File: src/shared/acq_ctrl_pkg.sv
// constants for the transient recorder acquisition control
package acq_ctrl_pkg;
    // register indices, byte address is four times the index
    localparam int unsigned IDX_COMMAND    = 32'h0000_0000;
    localparam int unsigned IDX_RUN_STATE  = 32'h0000_000a;
    localparam int unsigned IDX_REC_LENGTH = 32'h0000_2710;
    localparam int unsigned IDX_AFTER_TRIG = 32'h0000_2774;
    localparam int unsigned IDX_WAIT_LIMIT = 32'h0004_80da;
    localparam int unsigned IDX_CHAN_COUNT = 32'h0000_2800;
    localparam int unsigned IDX_SETTLE     = 32'h0000_2801;
    localparam int unsigned IDX_CONTROL    = 32'h0000_2802;

    localparam logic [31:0] ADDR_COMMAND    = 32'(IDX_COMMAND * 4);
    localparam logic [31:0] ADDR_RUN_STATE  = 32'(IDX_RUN_STATE * 4);
    localparam logic [31:0] ADDR_REC_LENGTH = 32'(IDX_REC_LENGTH * 4);
    localparam logic [31:0] ADDR_AFTER_TRIG = 32'(IDX_AFTER_TRIG * 4);
    localparam logic [31:0] ADDR_WAIT_LIMIT = 32'(IDX_WAIT_LIMIT * 4);
    localparam logic [31:0] ADDR_CHAN_COUNT = 32'(IDX_CHAN_COUNT * 4);
    localparam logic [31:0] ADDR_SETTLE     = 32'(IDX_SETTLE * 4);
    localparam logic [31:0] ADDR_CONTROL    = 32'(IDX_CONTROL * 4);

    // command codes
    localparam logic [31:0] BEGIN_ACQUISITION_CODE          = 32'h0000_000a;
    localparam logic [31:0] BEGIN_WITH_END_INTERRUPT_CODE   = 32'h0000_000b;
    localparam logic [31:0] ABORT_ACQUISITION_CODE          = 32'h0000_0014;

    // status codes
    localparam logic [31:0] ARMED_WAITING_STATE       = 32'h0000_0000;
    localparam logic [31:0] TRIGGERED_RECORDING_STATE = 32'h0000_000a;
    localparam logic [31:0] STOPPED_STATE             = 32'h0000_0014;

    // channel count selector codes (0: one, 1: two, 2: four)
    localparam logic [1:0] CH_ONE  = 2'h0;
    localparam logic [1:0] CH_TWO  = 2'h1;
    localparam logic [1:0] CH_FOUR = 2'h2;

    // post trigger counter ceiling in samples per channel
    localparam logic [31:0] POST_MAX_ONE  = 32'h0800_0000;
    localparam logic [31:0] POST_MAX_TWO  = 32'h0400_0000;
    localparam logic [31:0] POST_MAX_FOUR = 32'h0200_0000;

    // granule masks: low bits cleared on write
    localparam logic [31:0] GRAN_MASK_ONE  = 32'hffff_ffe0;
    localparam logic [31:0] GRAN_MASK_TWO  = 32'hffff_fff0;
    localparam logic [31:0] GRAN_MASK_FOUR = 32'hffff_fff8;

    // reset values
    localparam logic [31:0] REC_LENGTH_RST = 32'h0000_0400;
    localparam logic [31:0] AFTER_TRIG_RST = 32'h0000_0200;
    localparam logic [31:0] WAIT_LIMIT_RST = 32'h0000_0000;
    localparam logic [31:0] SETTLE_RST     = 32'h0000_0000;
    localparam logic [31:0] ZERO_WORD      = 32'h0000_0000;
    localparam logic [31:0] ONE_WORD       = 32'h0000_0001;

    // control register bit: end interrupt pending, write one to clear
    localparam int unsigned CTRL_IRQ_BIT = 0;

    typedef enum logic [2:0] {
        ST_STOPPED = 3'b000,
        ST_SETTLE  = 3'b001,
        ST_PREFILL = 3'b010,
        ST_ARMED   = 3'b011,
        ST_POST    = 3'b100
    } acq_state_t;
endpackage

File: src/core/transient_recorder_acq_control.sv
// acquisition control of the transient recorder, wishbone register slave
// Overview of operation
// - hold recording length per active channel
// - record exactly post count after trigger
// - pre-trigger equals length minus post count
// - post counter capped by channel count
// - length and post are granule multiples
// - code 10 latches setup, starts recording
// - wait settling interval before counting samples
// - code 20 aborts at once, any state
// - run alone, stop after post samples
// - status readable anytime without side effects
// - status 0 waiting, 10 triggered, 20 stopped
// - code 11 starts, interrupts at end
// - no trigger or clock: never completes
// - ring buffer writes while awaiting trigger
// - trigger disarmed until pre-trigger filled
`timescale 1ns/100ps
module transient_recorder_acq_control
(
    // clock and reset
    input  wire logic        clock_i,
    input  wire logic        reset_i,
    // wishbone slave
    input  wire logic        wb_cyc_i,
    input  wire logic        wb_stb_i,
    input  wire logic        wb_we_i,
    input  wire logic [31:0] wb_adr_i,
    input  wire logic [3:0]  wb_sel_i,
    input  wire logic [31:0] wb_dat_i,
    output logic      [31:0] wb_dat_o,
    output logic             wb_ack_o,
    // acquisition front end, same clock
    input  wire logic        sample_valid_i,
    input  wire logic        trigger_i,
    // memory write side
    output logic             mem_we_o,
    output logic      [31:0] mem_addr_o,
    output logic             mem_arm_o,
    // end of acquisition interrupt
    output logic             end_irq_o
);
    import acq_ctrl_pkg::*;

    acq_state_t  state_r;
    logic [31:0] rec_length_r;
    logic [31:0] after_trig_r;
    logic [31:0] wait_limit_r;
    logic [31:0] settle_r;
    logic [1:0]  chan_sel_r;
    logic [31:0] run_length_r;
    logic [31:0] run_after_r;
    logic [31:0] run_pre_r;
    logic        run_irq_en_r;
    logic [31:0] count_r;
    logic [31:0] wr_addr_r;
    logic [31:0] status_r;

    function automatic logic [31:0] gran_mask(input logic [1:0] sel);
        case (sel)
            CH_ONE:  gran_mask = GRAN_MASK_ONE;
            CH_TWO:  gran_mask = GRAN_MASK_TWO;
            default: gran_mask = GRAN_MASK_FOUR;
        endcase
    endfunction

    function automatic logic [31:0] post_max(input logic [1:0] sel);
        case (sel)
            CH_ONE:  post_max = POST_MAX_ONE;
            CH_TWO:  post_max = POST_MAX_TWO;
            default: post_max = POST_MAX_FOUR;
        endcase
    endfunction

    function automatic logic [31:0] byte_merge(input logic [31:0] old,
                                               input logic [31:0] nw,
                                               input logic [3:0]  sel);
        logic [31:0] res;
        res = old;
        for (int i = 0; i < 4; i++)
        begin
            if (sel[i])
            begin
                res[i*8 +: 8] = nw[i*8 +: 8];
            end
        end
        byte_merge = res;
    endfunction

    logic bus_req;
    logic wr_req;
    assign bus_req = wb_cyc_i && wb_stb_i && !wb_ack_o;
    assign wr_req  = bus_req && wb_we_i;

    logic cmd_write;
    logic cmd_start;
    logic cmd_start_irq;
    logic cmd_abort;
    assign cmd_write     = wr_req && (wb_adr_i == ADDR_COMMAND);
    assign cmd_start     = cmd_write && (wb_dat_i == BEGIN_ACQUISITION_CODE);
    assign cmd_start_irq = cmd_write && (wb_dat_i == BEGIN_WITH_END_INTERRUPT_CODE);
    assign cmd_abort     = cmd_write && (wb_dat_i == ABORT_ACQUISITION_CODE);

    logic [31:0] len_wr;
    logic [31:0] post_wr;
    logic [31:0] post_cap;
    assign len_wr   = byte_merge(rec_length_r, wb_dat_i, wb_sel_i) & gran_mask(chan_sel_r);
    assign post_cap = byte_merge(after_trig_r, wb_dat_i, wb_sel_i) & gran_mask(chan_sel_r);
    assign post_wr  = (post_cap > post_max(chan_sel_r)) ? post_max(chan_sel_r) : post_cap;

    // single cycle ack, one wait-free answer per request
    always_ff @(posedge clock_i or posedge reset_i)
    begin
        if (reset_i)
            wb_ack_o <= 1'b0;
        else
            wb_ack_o <= bus_req;
    end

    // pending setup; length and post take effect only when latched at start, settle_r is used live
    always_ff @(posedge clock_i or posedge reset_i)
    begin
        if (reset_i)
        begin
            rec_length_r <= REC_LENGTH_RST;
            after_trig_r <= AFTER_TRIG_RST;
            wait_limit_r <= WAIT_LIMIT_RST;
            settle_r     <= SETTLE_RST;
            chan_sel_r   <= CH_ONE;
        end
        else if (wr_req)
        begin
            if (wb_adr_i == ADDR_REC_LENGTH)
                rec_length_r <= len_wr;
            if (wb_adr_i == ADDR_AFTER_TRIG)
                after_trig_r <= post_wr;
            if (wb_adr_i == ADDR_WAIT_LIMIT)
                wait_limit_r <= byte_merge(wait_limit_r, wb_dat_i, wb_sel_i);
            if (wb_adr_i == ADDR_SETTLE)
                settle_r <= byte_merge(settle_r, wb_dat_i, wb_sel_i);
            if ((wb_adr_i == ADDR_CHAN_COUNT) && wb_sel_i[0] && (wb_dat_i[1:0] != 2'h3))
                chan_sel_r <= wb_dat_i[1:0];
        end
    end

    // run copy of setup, latched at start only
    always_ff @(posedge clock_i or posedge reset_i)
    begin
        if (reset_i)
        begin
            run_length_r <= REC_LENGTH_RST;
            run_after_r  <= AFTER_TRIG_RST;
            run_pre_r    <= ZERO_WORD;
            run_irq_en_r <= 1'b0;
        end
        else if ((cmd_start || cmd_start_irq) && state_r == ST_STOPPED)
        begin
            run_length_r <= rec_length_r;
            run_after_r  <= after_trig_r;
            // clamp guards a host that breaks the length bound
            run_pre_r    <= (after_trig_r > rec_length_r) ? ZERO_WORD
                                                          : rec_length_r - after_trig_r;
            run_irq_en_r <= cmd_start_irq;
        end
    end

    // acquisition sequencer
    always_ff @(posedge clock_i or posedge reset_i)
    begin
        if (reset_i)
        begin
            state_r <= ST_STOPPED;
            count_r <= ZERO_WORD;
        end
        else if (cmd_abort)
        begin
            state_r <= ST_STOPPED;
            count_r <= ZERO_WORD;
        end
        else
        begin
            case (state_r)
                ST_STOPPED:
                begin
                    if (cmd_start || cmd_start_irq)
                    begin
                        state_r <= ST_SETTLE;
                        count_r <= ZERO_WORD;
                    end
                end
                ST_SETTLE:
                begin
                    if (count_r >= settle_r)
                    begin
                        state_r <= ST_PREFILL;
                        count_r <= ZERO_WORD;
                    end
                    else
                        count_r <= count_r + ONE_WORD;
                end
                ST_PREFILL:
                begin
                    if (count_r >= run_pre_r)
                        state_r <= ST_ARMED;
                    else if (sample_valid_i)
                        count_r <= count_r + ONE_WORD;
                end
                ST_ARMED:
                begin
                    // no trigger means this state holds until abort
                    if (trigger_i && sample_valid_i)
                    begin
                        state_r <= ST_POST;
                        count_r <= ONE_WORD;
                        if (run_after_r == ONE_WORD)
                            state_r <= ST_STOPPED;
                    end
                end
                ST_POST:
                begin
                    if (sample_valid_i)
                    begin
                        if (count_r + ONE_WORD >= run_after_r)
                            state_r <= ST_STOPPED;
                        count_r <= count_r + ONE_WORD;
                    end
                end
                default:
                begin
                    state_r <= ST_STOPPED;
                    count_r <= ZERO_WORD;
                end
            endcase
        end
    end

    logic counting;
    assign counting = sample_valid_i && !cmd_abort &&
                      (state_r == ST_PREFILL || state_r == ST_ARMED || state_r == ST_POST);

    // ring buffer address within the programmed region
    always_ff @(posedge clock_i or posedge reset_i)
    begin
        if (reset_i)
        begin
            wr_addr_r  <= ZERO_WORD;
            mem_we_o   <= 1'b0;
            mem_addr_o <= ZERO_WORD;
            mem_arm_o  <= 1'b0;
        end
        else
        begin
            mem_we_o   <= counting;
            mem_addr_o <= wr_addr_r;
            mem_arm_o  <= (state_r == ST_ARMED) && !cmd_abort;
            if (state_r == ST_STOPPED)
                wr_addr_r <= ZERO_WORD;
            else if (counting)
                wr_addr_r <= (wr_addr_r + ONE_WORD >= run_length_r) ? ZERO_WORD
                                                                    : wr_addr_r + ONE_WORD;
        end
    end

    // status code
    always_ff @(posedge clock_i or posedge reset_i)
    begin
        if (reset_i)
            status_r <= STOPPED_STATE;
        else
        begin
            case (state_r)
                ST_STOPPED: status_r <= STOPPED_STATE;
                ST_POST:    status_r <= TRIGGERED_RECORDING_STATE;
                default:    status_r <= ARMED_WAITING_STATE;
            endcase
        end
    end

    // end interrupt, sticky until cleared; a new end wins over the clear
    logic done_evt;
    assign done_evt = run_irq_en_r && !cmd_abort && sample_valid_i &&
                      ((state_r == ST_POST && count_r + ONE_WORD >= run_after_r) ||
                       (state_r == ST_ARMED && trigger_i && run_after_r == ONE_WORD));
    always_ff @(posedge clock_i or posedge reset_i)
    begin
        if (reset_i)
            end_irq_o <= 1'b0;
        else if (done_evt)
            end_irq_o <= 1'b1;
        else if (wr_req && wb_adr_i == ADDR_CONTROL && wb_sel_i[0] && wb_dat_i[CTRL_IRQ_BIT])
            end_irq_o <= 1'b0;
        else if (cmd_start || cmd_start_irq)
            end_irq_o <= 1'b0;
    end

    // read mux; reads have no side effects
    always_ff @(posedge clock_i or posedge reset_i)
    begin
        if (reset_i)
            wb_dat_o <= ZERO_WORD;
        else if (bus_req && !wb_we_i)
        begin
            case (wb_adr_i)
                ADDR_COMMAND:    wb_dat_o <= ZERO_WORD;
                ADDR_RUN_STATE:  wb_dat_o <= status_r;
                ADDR_REC_LENGTH: wb_dat_o <= rec_length_r;
                ADDR_AFTER_TRIG: wb_dat_o <= after_trig_r;
                ADDR_WAIT_LIMIT: wb_dat_o <= wait_limit_r;
                ADDR_SETTLE:     wb_dat_o <= settle_r;
                ADDR_CHAN_COUNT: wb_dat_o <= {30'h0, chan_sel_r};
                ADDR_CONTROL:    wb_dat_o <= {31'h0, end_irq_o};
                default:         wb_dat_o <= ZERO_WORD;
            endcase
        end
    end
endmodule

File: config.mk
export PLATFORM = sky130hd
export DESIGN_NAME = transient_recorder_acq_control
export DESIGN_NICKNAME = d
export VERILOG_FILES = /design/src/shared/acq_ctrl_pkg.sv /design/src/core/transient_recorder_acq_control.sv
export SDC_FILE = /design/constraint.sdc
export NUM_CORES = 1
export LEC_CHECK = 0
export ABC_AREA = 1
export BUFFER_PORTS_ARGS = -buffer_cell sky130_fd_sc_hd__buf_2
export CAP_MARGIN = 20
export CORE_MARGIN = 1.5
export CORE_UTILIZATION = 55
export CTS_BUF_LIST = sky130_fd_sc_hd__clkbuf_4 sky130_fd_sc_hd__clkbuf_8
export DETAILED_ROUTE_END_ITERATION = 8
export PLACE_DENSITY = 0.74
export SLEW_MARGIN = 20
export SYNTH_ARGS = -nofsm -noshare
export SYNTH_HDL_FRONTEND = slang
export SYNTH_SLANG_ARGS = --single-unit
File: constraint.sdc
create_clock -name clock_i -period 24.1 [get_ports clock_i]
set_clock_uncertainty 0.1 [all_clocks]
set_input_delay 3.615 -clock clock_i [delete_from_list [all_inputs] [get_ports clock_i]]
set_output_delay 3.615 -clock clock_i [all_outputs]
set_load 0.02 [all_outputs]
==> out/qor.csv, run 1 <==
stage,metric,value,unit
run_status,status,completed,
yosys,Synth cell types,44,
global_routing,first-pass GRT wire length,101,mm
clock_network,CTS tree,yes,
yosys,area share of the largest cell type after synthesis,0.410,
finish,post-route insts no fill,3467,
die,floorplan core area,0.0376,mm2
detailed_routing,Avg Vias per Cell,5.60,
clock_network,# resized after CTS,0,
sta,fmax,0.149,GHz
critical_path,Startpoint Class,input port,
sta,headroom to the max-slew limit,0.268,
placed_design,placed cell count,3357,
critical_path,CP arrival,7170,ps
die,I/O pins,143,
yosys,Syn Area/Cell,7.56,um2
clock_network,CTS Sinks,349,
critical_path,worst path required time,24560,ps
critical_path,Worst path slowest cell,nand2_1,
finish,Layout area overhead,11.7,%
clock_network,htree depth,2,
die,FP Rows,71,
yosys,most numerous cell in the Yosys netlist,nand2_1,
clock_network,Worst-Skew Late Latency,690,ps
finish,diode count,0,
placed_design,Area after DPL,0.0221,mm2
power,pwr dens,54.7,mW/mm2
finish,share of layout cells above drive strength 1,0.100,
clock_network,Num CTS Buffers,58,
critical_path,Crit path max-delay family,simple AND/OR/NAND/NOR gates,
power,Leak,0.0118,uW
sta,Tcrit/Tclk final,0.278,
yosys,synth warn,0,
die,Die Width,198,um
power,"Power, Total",1280,uW
yosys,post-synthesis register bit count,349,
sta,fin crit period,6710,ps
detailed_routing,Routed WL per cell,18.7,um
yosys,Post-synth EDFFs,0,
sta,Final WS setup,17390,ps
die,Starting Density,0.558,
placed_design,port buffer count,142,
yosys,most common library cells after synthesis,"708 x nand2_1, 390 x inv_1, 344 x dfrtp_1",
global_routing,total grt overflow,0,
detailed_routing,DRC Markers,0,
detailed_routing,final wirelength,65.0,mm
sta,unrepaired setup endpoints after global routing,false,
sta,worst slew pin tran,1090,ps
power,Peak supply drop,0.0460,mV
sta,final hold vios,0,
placed_design,hpwl dp,49.3,mm
critical_path,CP endpoint kind,register,
critical_path,delay of the slowest critical-path stage,550,ps
critical_path,Buf/Inv on CP,4,
sta,Finish-stage setup viols,0,
sta,setup tns final,0,ps
yosys,sequential-to-total area share from yosys stat,0.416,
yosys,top post-synthesis cells by area,"dfrtp_1 41%, nand2_1 13%, ha_1 9.2%",
yosys,Mapped Nets,3005,
run,# Max-Cap Violations,0,
yosys,ys flop type,dfrtp_1,
finish,Final Cell Area,0.0234,mm2
clock_network,setup repair bufs after CTS,0,
yosys,"FFs w/ async S/R, synth",1.00,
placed_design,GPL Wtd Cong,0.981,
global_routing,overall routing resource usage,0.337,
sta,fin. max-slew vios,0,
global_routing,largest net degree at the start of global routing,170,
detailed_routing,iteration-0 DRC count of the detailed router,1688,
global_routing,initial antenna violation count,0,
critical_path,CP Max Fanout,61,
critical_path,Setup Crit Path Kind,in2reg,
placed_design,pre-CTS WS,16900,ps
die,die area,0.0393,mm2
finish,Filler cells,3421,
clock_network,cts hold-fix bufs,0,
yosys,Post-Syn Area,0.0210,mm2
critical_path,crit path cell chain,"buf_2, inv_1, nand3_1, nor2_1, nand3_1, nor2_1, nand3_4, inv_2, nand2_1, inv_2, nand3_1, o21ai_0",
clock_network,CTS Root Buffer Type,clkbuf_8,
detailed_routing,routed via count,19400,
yosys,"area leader, netlist",dfrtp_1,
finish,nets,3136,
yosys,Cells after Synth,2775,
global_routing,vias in the first global route,18300,
detailed_routing,Routed Antenna Nets,0,
die,Die H,198,um
hold_path,Worst Hold Class,reg2reg,
critical_path,most numerous cell on the critical path,nand3_1,
clock_network,CTS Buffer Depth,3,
clock_network,clk slew on worst S/H paths,60,ps
detailed_routing,drt first pass iters,8,
metal layers:
| metal | GRT usage | up-vias | part of all wire |
|---|---|---|---|
| li1 | - | 9329 | - |
| met1 | 0.459 | 9122 | 0.43 |
| met2 | 0.528 | 834 | 0.45 |
| met3 | 0.0584 | 127 | 0.082 |
| met4 | 0.145 | 0 | 0.039 |
| met5 | 0 | - | 0 |
flip-flops by register name (all words and copies together), names as in the netlist, 2 cells and up:
name          flops
count_r          32
chan_sel_r        2
mem_addr_o       32
run_after_r      29
settle_r         32
run_length_r     29
after_trig_r     29
wait_limit_r     32
rec_length_r     29
wb_dat_o         32
wr_addr_r        32
status_r          2
run_pre_r        29
state_r           3
area by class of cell:
class / instances / area (um2) / area share
Multi-Input combinational cell: 1949 / 10400 / 0.445
Inverter: 396 / 1490 / 0.0637
Clock inverter: 15 / 168 / 0.00715
Clock buffer: 95 / 1170 / 0.0499
Sequential cell: 349 / 8740 / 0.373
Tap cell: 511 / 639 / 0.0273
Timing Repair Buffer: 152 / 798 / 0.0341
worst paths after layout:
path	to	from	cells past startpoint	slack [ps]
setup / recovery	run_pre_r[28]	wb_dat_i[16]	12	17390
hold / removal	mem_addr_o[3]	wr_addr_r[3]	0	270
setup reg to reg	wr_addr_r[30]	wr_addr_r[1]	17	19380
hold reg to reg	mem_addr_o[3]	wr_addr_r[3]	0	270
max in group asynchronous	count_r[30]	reset_i	3	19430
min in group asynchronous	mem_addr_o[1]	reset_i	2	2970
logic make-up (layout without fill, tap and decap cells):
group | Yosys count | in the layout | share of synthesized area
compound gates | 540 | 540 | 0.136
xor+xnor | 69 | 69 | 0.0288
fa+ha+maj | 155 | 155 | 0.0928
buf+inv | 477 | 658 | 0.0876
flops | 349 | 349 | 0.416
simple gates | 1185 | 1185 | 0.238
where the power goes:
part | switching [uW] | internal, uW | total (uW)
clock network | 259 | 341 | 600
registers | 7.75 | 590 | 598
logic | 58.7 | 25.9 | 84.6
total | 326 | 956 | 1280
cells in the final DEF (no fill, tap or decap), types with 2 or more instances in the layout:
| cell | instances |
|---|---|
| ha_1 | 154 |
| inv_1 | 388 |
| o21ai_1 | 23 |
| buf_4 | 9 |
| nor2_1 | 195 |
| nor4_2 | 2 |
| o21ai_0 | 338 |
| o21a_1 | 3 |
| nor4_1 | 9 |
| o211ai_1 | 8 |
| a21oi_1 | 92 |
| a21o_1 | 7 |
| inv_2 | 6 |
| bufinv_16 | 3 |
| nand4_1 | 52 |
| xnor2_1 | 21 |
| a31oi_1 | 2 |
| nor3_1 | 38 |
| clkbuf_8 | 73 |
| or2_2 | 2 |
| clkinv_2 | 9 |
| dfstp_2 | 5 |
| xor2_1 | 48 |
| nand2_4 | 2 |
| dfrtp_1 | 344 |
| nor2_2 | 6 |
| buf_2 | 142 |
| nand3_1 | 138 |
| nand2_2 | 3 |
| o22ai_1 | 57 |
| clkbuf_4 | 22 |
| nand3b_1 | 19 |
| o21bai_1 | 6 |
| nand2_1 | 707 |
| nand3_2 | 2 |
| and2_1 | 2 |
| nor3b_1 | 4 |
stage by stage:
| stage | utilization | hold slack [ps] |
|---|---|---|
| 2_1_floorplan | - | 252 |
| 6_report | 0.624 | 273 |
| 4_1_cts | 0.624 | 272 |
| 3_3_place_gp | 0.588 | 259 |
| 5_1_grt | 0.624 | 285 |
| 3_5_place_dp | 0.588 | 259 |
Power figures use the tool's default switching activity.
==> run 2: changes to the inputs <==
--- a/config.mk
+++ b/config.mk
@@ -5,7 +5,7 @@
 export SDC_FILE = /design/constraint.sdc
 export NUM_CORES = 1
 export LEC_CHECK = 0
-export ABC_AREA = 1
+export ABC_AREA = 0
 export BUFFER_PORTS_ARGS = -buffer_cell sky130_fd_sc_hd__buf_2
 export CAP_MARGIN = 20
 export CORE_MARGIN = 1.5
==> constraint.sdc (replaced) <==
create_clock -name clock_i -period 6.8 [get_ports clock_i]
set_clock_uncertainty 0.1 [all_clocks]
set_input_delay 1.02 -clock clock_i [delete_from_list [all_inputs] [get_ports clock_i]]
set_output_delay 1.02 -clock clock_i [all_outputs]
set_load 0.02 [all_outputs]
==> out/qor.csv, run 2 <==
stage,metric,value,unit
die,Starting Density,0.560,
yosys,"area leader, netlist",dfrtp_1,
yosys,Post-Syn Area,0.0199,mm2
yosys,post-synthesis register bit count,349,
die,Die Width,193,um
yosys,Syn Area/Cell,9.78,um2
global_routing,met3 track demand over resource,0.0542,
die,Die H,193,um
critical_path,worst path required time,7290,ps
global_routing,GRT busiest layer,met2,
sta,unrepaired setup endpoints after global routing,false,
power,sw power,1460,uW
critical_path,Setup Crit Path Kind,reg2reg,
detailed_routing,drt first pass iters,8,
die,I/O pins,143,
global_routing,met1 Usage GRT,0.426,
sta,Tcrit/Tclk final,0.709,
placed_design,pre-CTS WS,2100,ps
finish,share of layout cells above drive strength 1,0.185,
clock_network,Worst-Skew Late Latency,680,ps
hold_path,Worst Hold Class,in2async,
global_routing,total grt overflow,0,
power,switching share of power,0.300,
detailed_routing,iteration-0 DRC count of the detailed router,1781,
clock_network,setup repair bufs after CTS,0,
global_routing,first-pass GRT wire length,90.3,mm
placed_design,port buffer count,142,
yosys,Cells after Synth,2035,
global_routing,vias in the first global route,16200,
die,floorplan core area,0.0356,mm2
critical_path,CP Max Fanout,20,
yosys,most common library cells after synthesis,"344 x dfrtp_1, 225 x nand2_1, 176 x inv_1",
global_routing,largest net degree at the start of global routing,192,
yosys,Synth cell types,89,
placed_design,GPL Wtd Cong,0.956,
yosys,sequential-to-total area share from yosys stat,0.439,
clock_network,CTS Root Buffer Type,clkbuf_8,
finish,area of the multi-input gates,0.0101,mm2
die,FP Rows,69,
sta,fin. max-slew vios,0,
clock_network,CTS Buffer Depth,3,
power,Peak supply drop,0.189,mV
yosys,"FFs w/ async S/R, synth",1.00,
clock_network,CTS tree,yes,
global_routing,overall routing resource usage,0.305,
clock_network,# resized after CTS,0,
sta,worst slew pin tran,1070,ps
sta,fin crit period,4820,ps
finish,Register Area,0.00874,mm2
run_status,status,completed,
finish,post-route insts no fill,2675,
finish,Layout area overhead,11.8,%
finish,nets,2395,
global_routing,met2 Usage GRT,0.471,
detailed_routing,final wirelength,57.0,mm
power,pwr dens,220,mW/mm2
yosys,area share of the largest cell type after synthesis,0.432,
run,# Max-Cap Violations,0,
yosys,ys flop type,dfrtp_1,
power,Leak,0.0114,uW
clock_network,cts hold-fix bufs,0,
sta,final hold vios,0,
critical_path,CP endpoint kind,register,
detailed_routing,Avg Vias per Cell,6.21,
die,die area,0.0373,mm2
yosys,synth warn,0,
critical_path,Startpoint Class,register,
yosys,most numerous cell in the Yosys netlist,dfrtp_1,
clock_network,clk slew on worst S/H paths,60,ps
global_routing,initial antenna violation count,4,
clock_network,Num CTS Buffers,59,
power,"Power, Total",4890,uW
yosys,Post-synth EDFFs,0,
detailed_routing,routed via count,16600,
detailed_routing,Routed Antenna Nets,0,
yosys,Mapped Nets,2265,
sta,Final WS setup,1980,ps
finish,most frequent cells in the layout,"344 x dfrtp_1, 224 x nand2_1, 175 x inv_1",
critical_path,CP arrival,5320,ps
finish,Filler cells,2985,
power,clock power share,0.410,
clock_network,htree depth,2,
sta,headroom to the max-slew limit,0.283,
detailed_routing,Routed WL per cell,21.3,um
yosys,top post-synthesis cells by area,"dfrtp_1 43%, ha_1 9.7%, mux2_2 5.3%",
clock_network,CTS Sinks,349,
detailed_routing,DRC Markers,0,
placed_design,placed cell count,2564,
sta,fmax,0.207,GHz
sta,worst hold margin,167,ps
power,register share of total power,0.442,
sta,setup tns final,0,ps
finish,"most common cell after layout, fill and taps aside",dfrtp_1,
placed_design,hpwl dp,42.5,mm
sta,Finish-stage setup viols,0,
power,P_int,3420,uW
power,combinational share of power,0.148,
[run 2: cell families after synthesis]
family	after synthesis	synth area share
AO/OA/AOI/OAI	516	0.172
XOR/XNOR	81	0.0356
adder cells (fa/ha/maj)	155	0.0978
buffers and inverters	264	0.0534
flip-flops	349	0.439
multiplexers	98	0.0554
AND/OR/NAND/NOR	572	0.147
[run 2: metrics by stage]
| stage | area (um2) | utilization |
|---|---|---|
| CTS | 22200 | 0.625 |
| floorplan | 19900 | - |
| global route | 22300 | 0.626 |
| detailed placement | 21000 | 0.589 |
| finish | 22300 | 0.626 |
| global placement | 21000 | 0.589 |
[run 2: power by group through the flow]
stage / clock (uW) / sequential (uW) / combinational, uW
3_5_place_dp: 0 / 2200 / 707
2_1_floorplan: 0 / 2190 / 516
4_1_cts: 2040 / 2160 / 712
3_3_place_gp: 0 / 2190 / 696
6_report: 2010 / 2160 / 723
5_1_grt: 2130 / 2170 / 797
[run 2: area by class of cell]
class / count / area share
tap: 461 / 0.0259
antenna: 4 / 0.000450
clock inverter: 16 / 0.00551
clock buffer: 90 / 0.0514
inverter: 176 / 0.0298
multi-input combinational: 1422 / 0.456
timing repair buffer: 157 / 0.0384
sequential: 349 / 0.393
[run 2: per-layer routing]
| metal | vias to the layer above | wire (um) |
|---|---|---|
| li1 | 7592 | - |
| met2 | 768 | 26100 |
| met1 | 8127 | 24000 |
| met4 | 2 | 2240 |
| met3 | 123 | 4630 |
| met5 | - | 14 |
[run 2: worst max-delay path, stage by stage (launching register included)]
cell and delay [ps]:
dfrtp_1 480, nand4_1 270, nor3_1 290, and3_1 310, nand3_1 340, nor2_1 400, nand3_1 150, xnor2_1 230
ha_1 280, a21oi_1 150, nor2b_1 60, o21ai_0 150, nand2b_1 70, a21oi_1 150, nor2_1 90, or4_1 740
or3_1 420, o21ai_0 70
[run 2: final timing paths]
check                      slack [ps]  cells after the start           from               end
max in group asynchronous        4810                      4        reset_i   run_after_r[29]
hold reg to reg                   340                      0  wr_addr_r[21]    mem_addr_o[21]
hold / removal                    170                      2        reset_i  run_length_r[19]
min in group clock_i              340                      0  wr_addr_r[21]    mem_addr_o[21]
setup reg to reg                 1980                     17   wr_addr_r[8]      wr_addr_r[7]
setup / recovery                 1980                     17   wr_addr_r[8]      wr_addr_r[7]
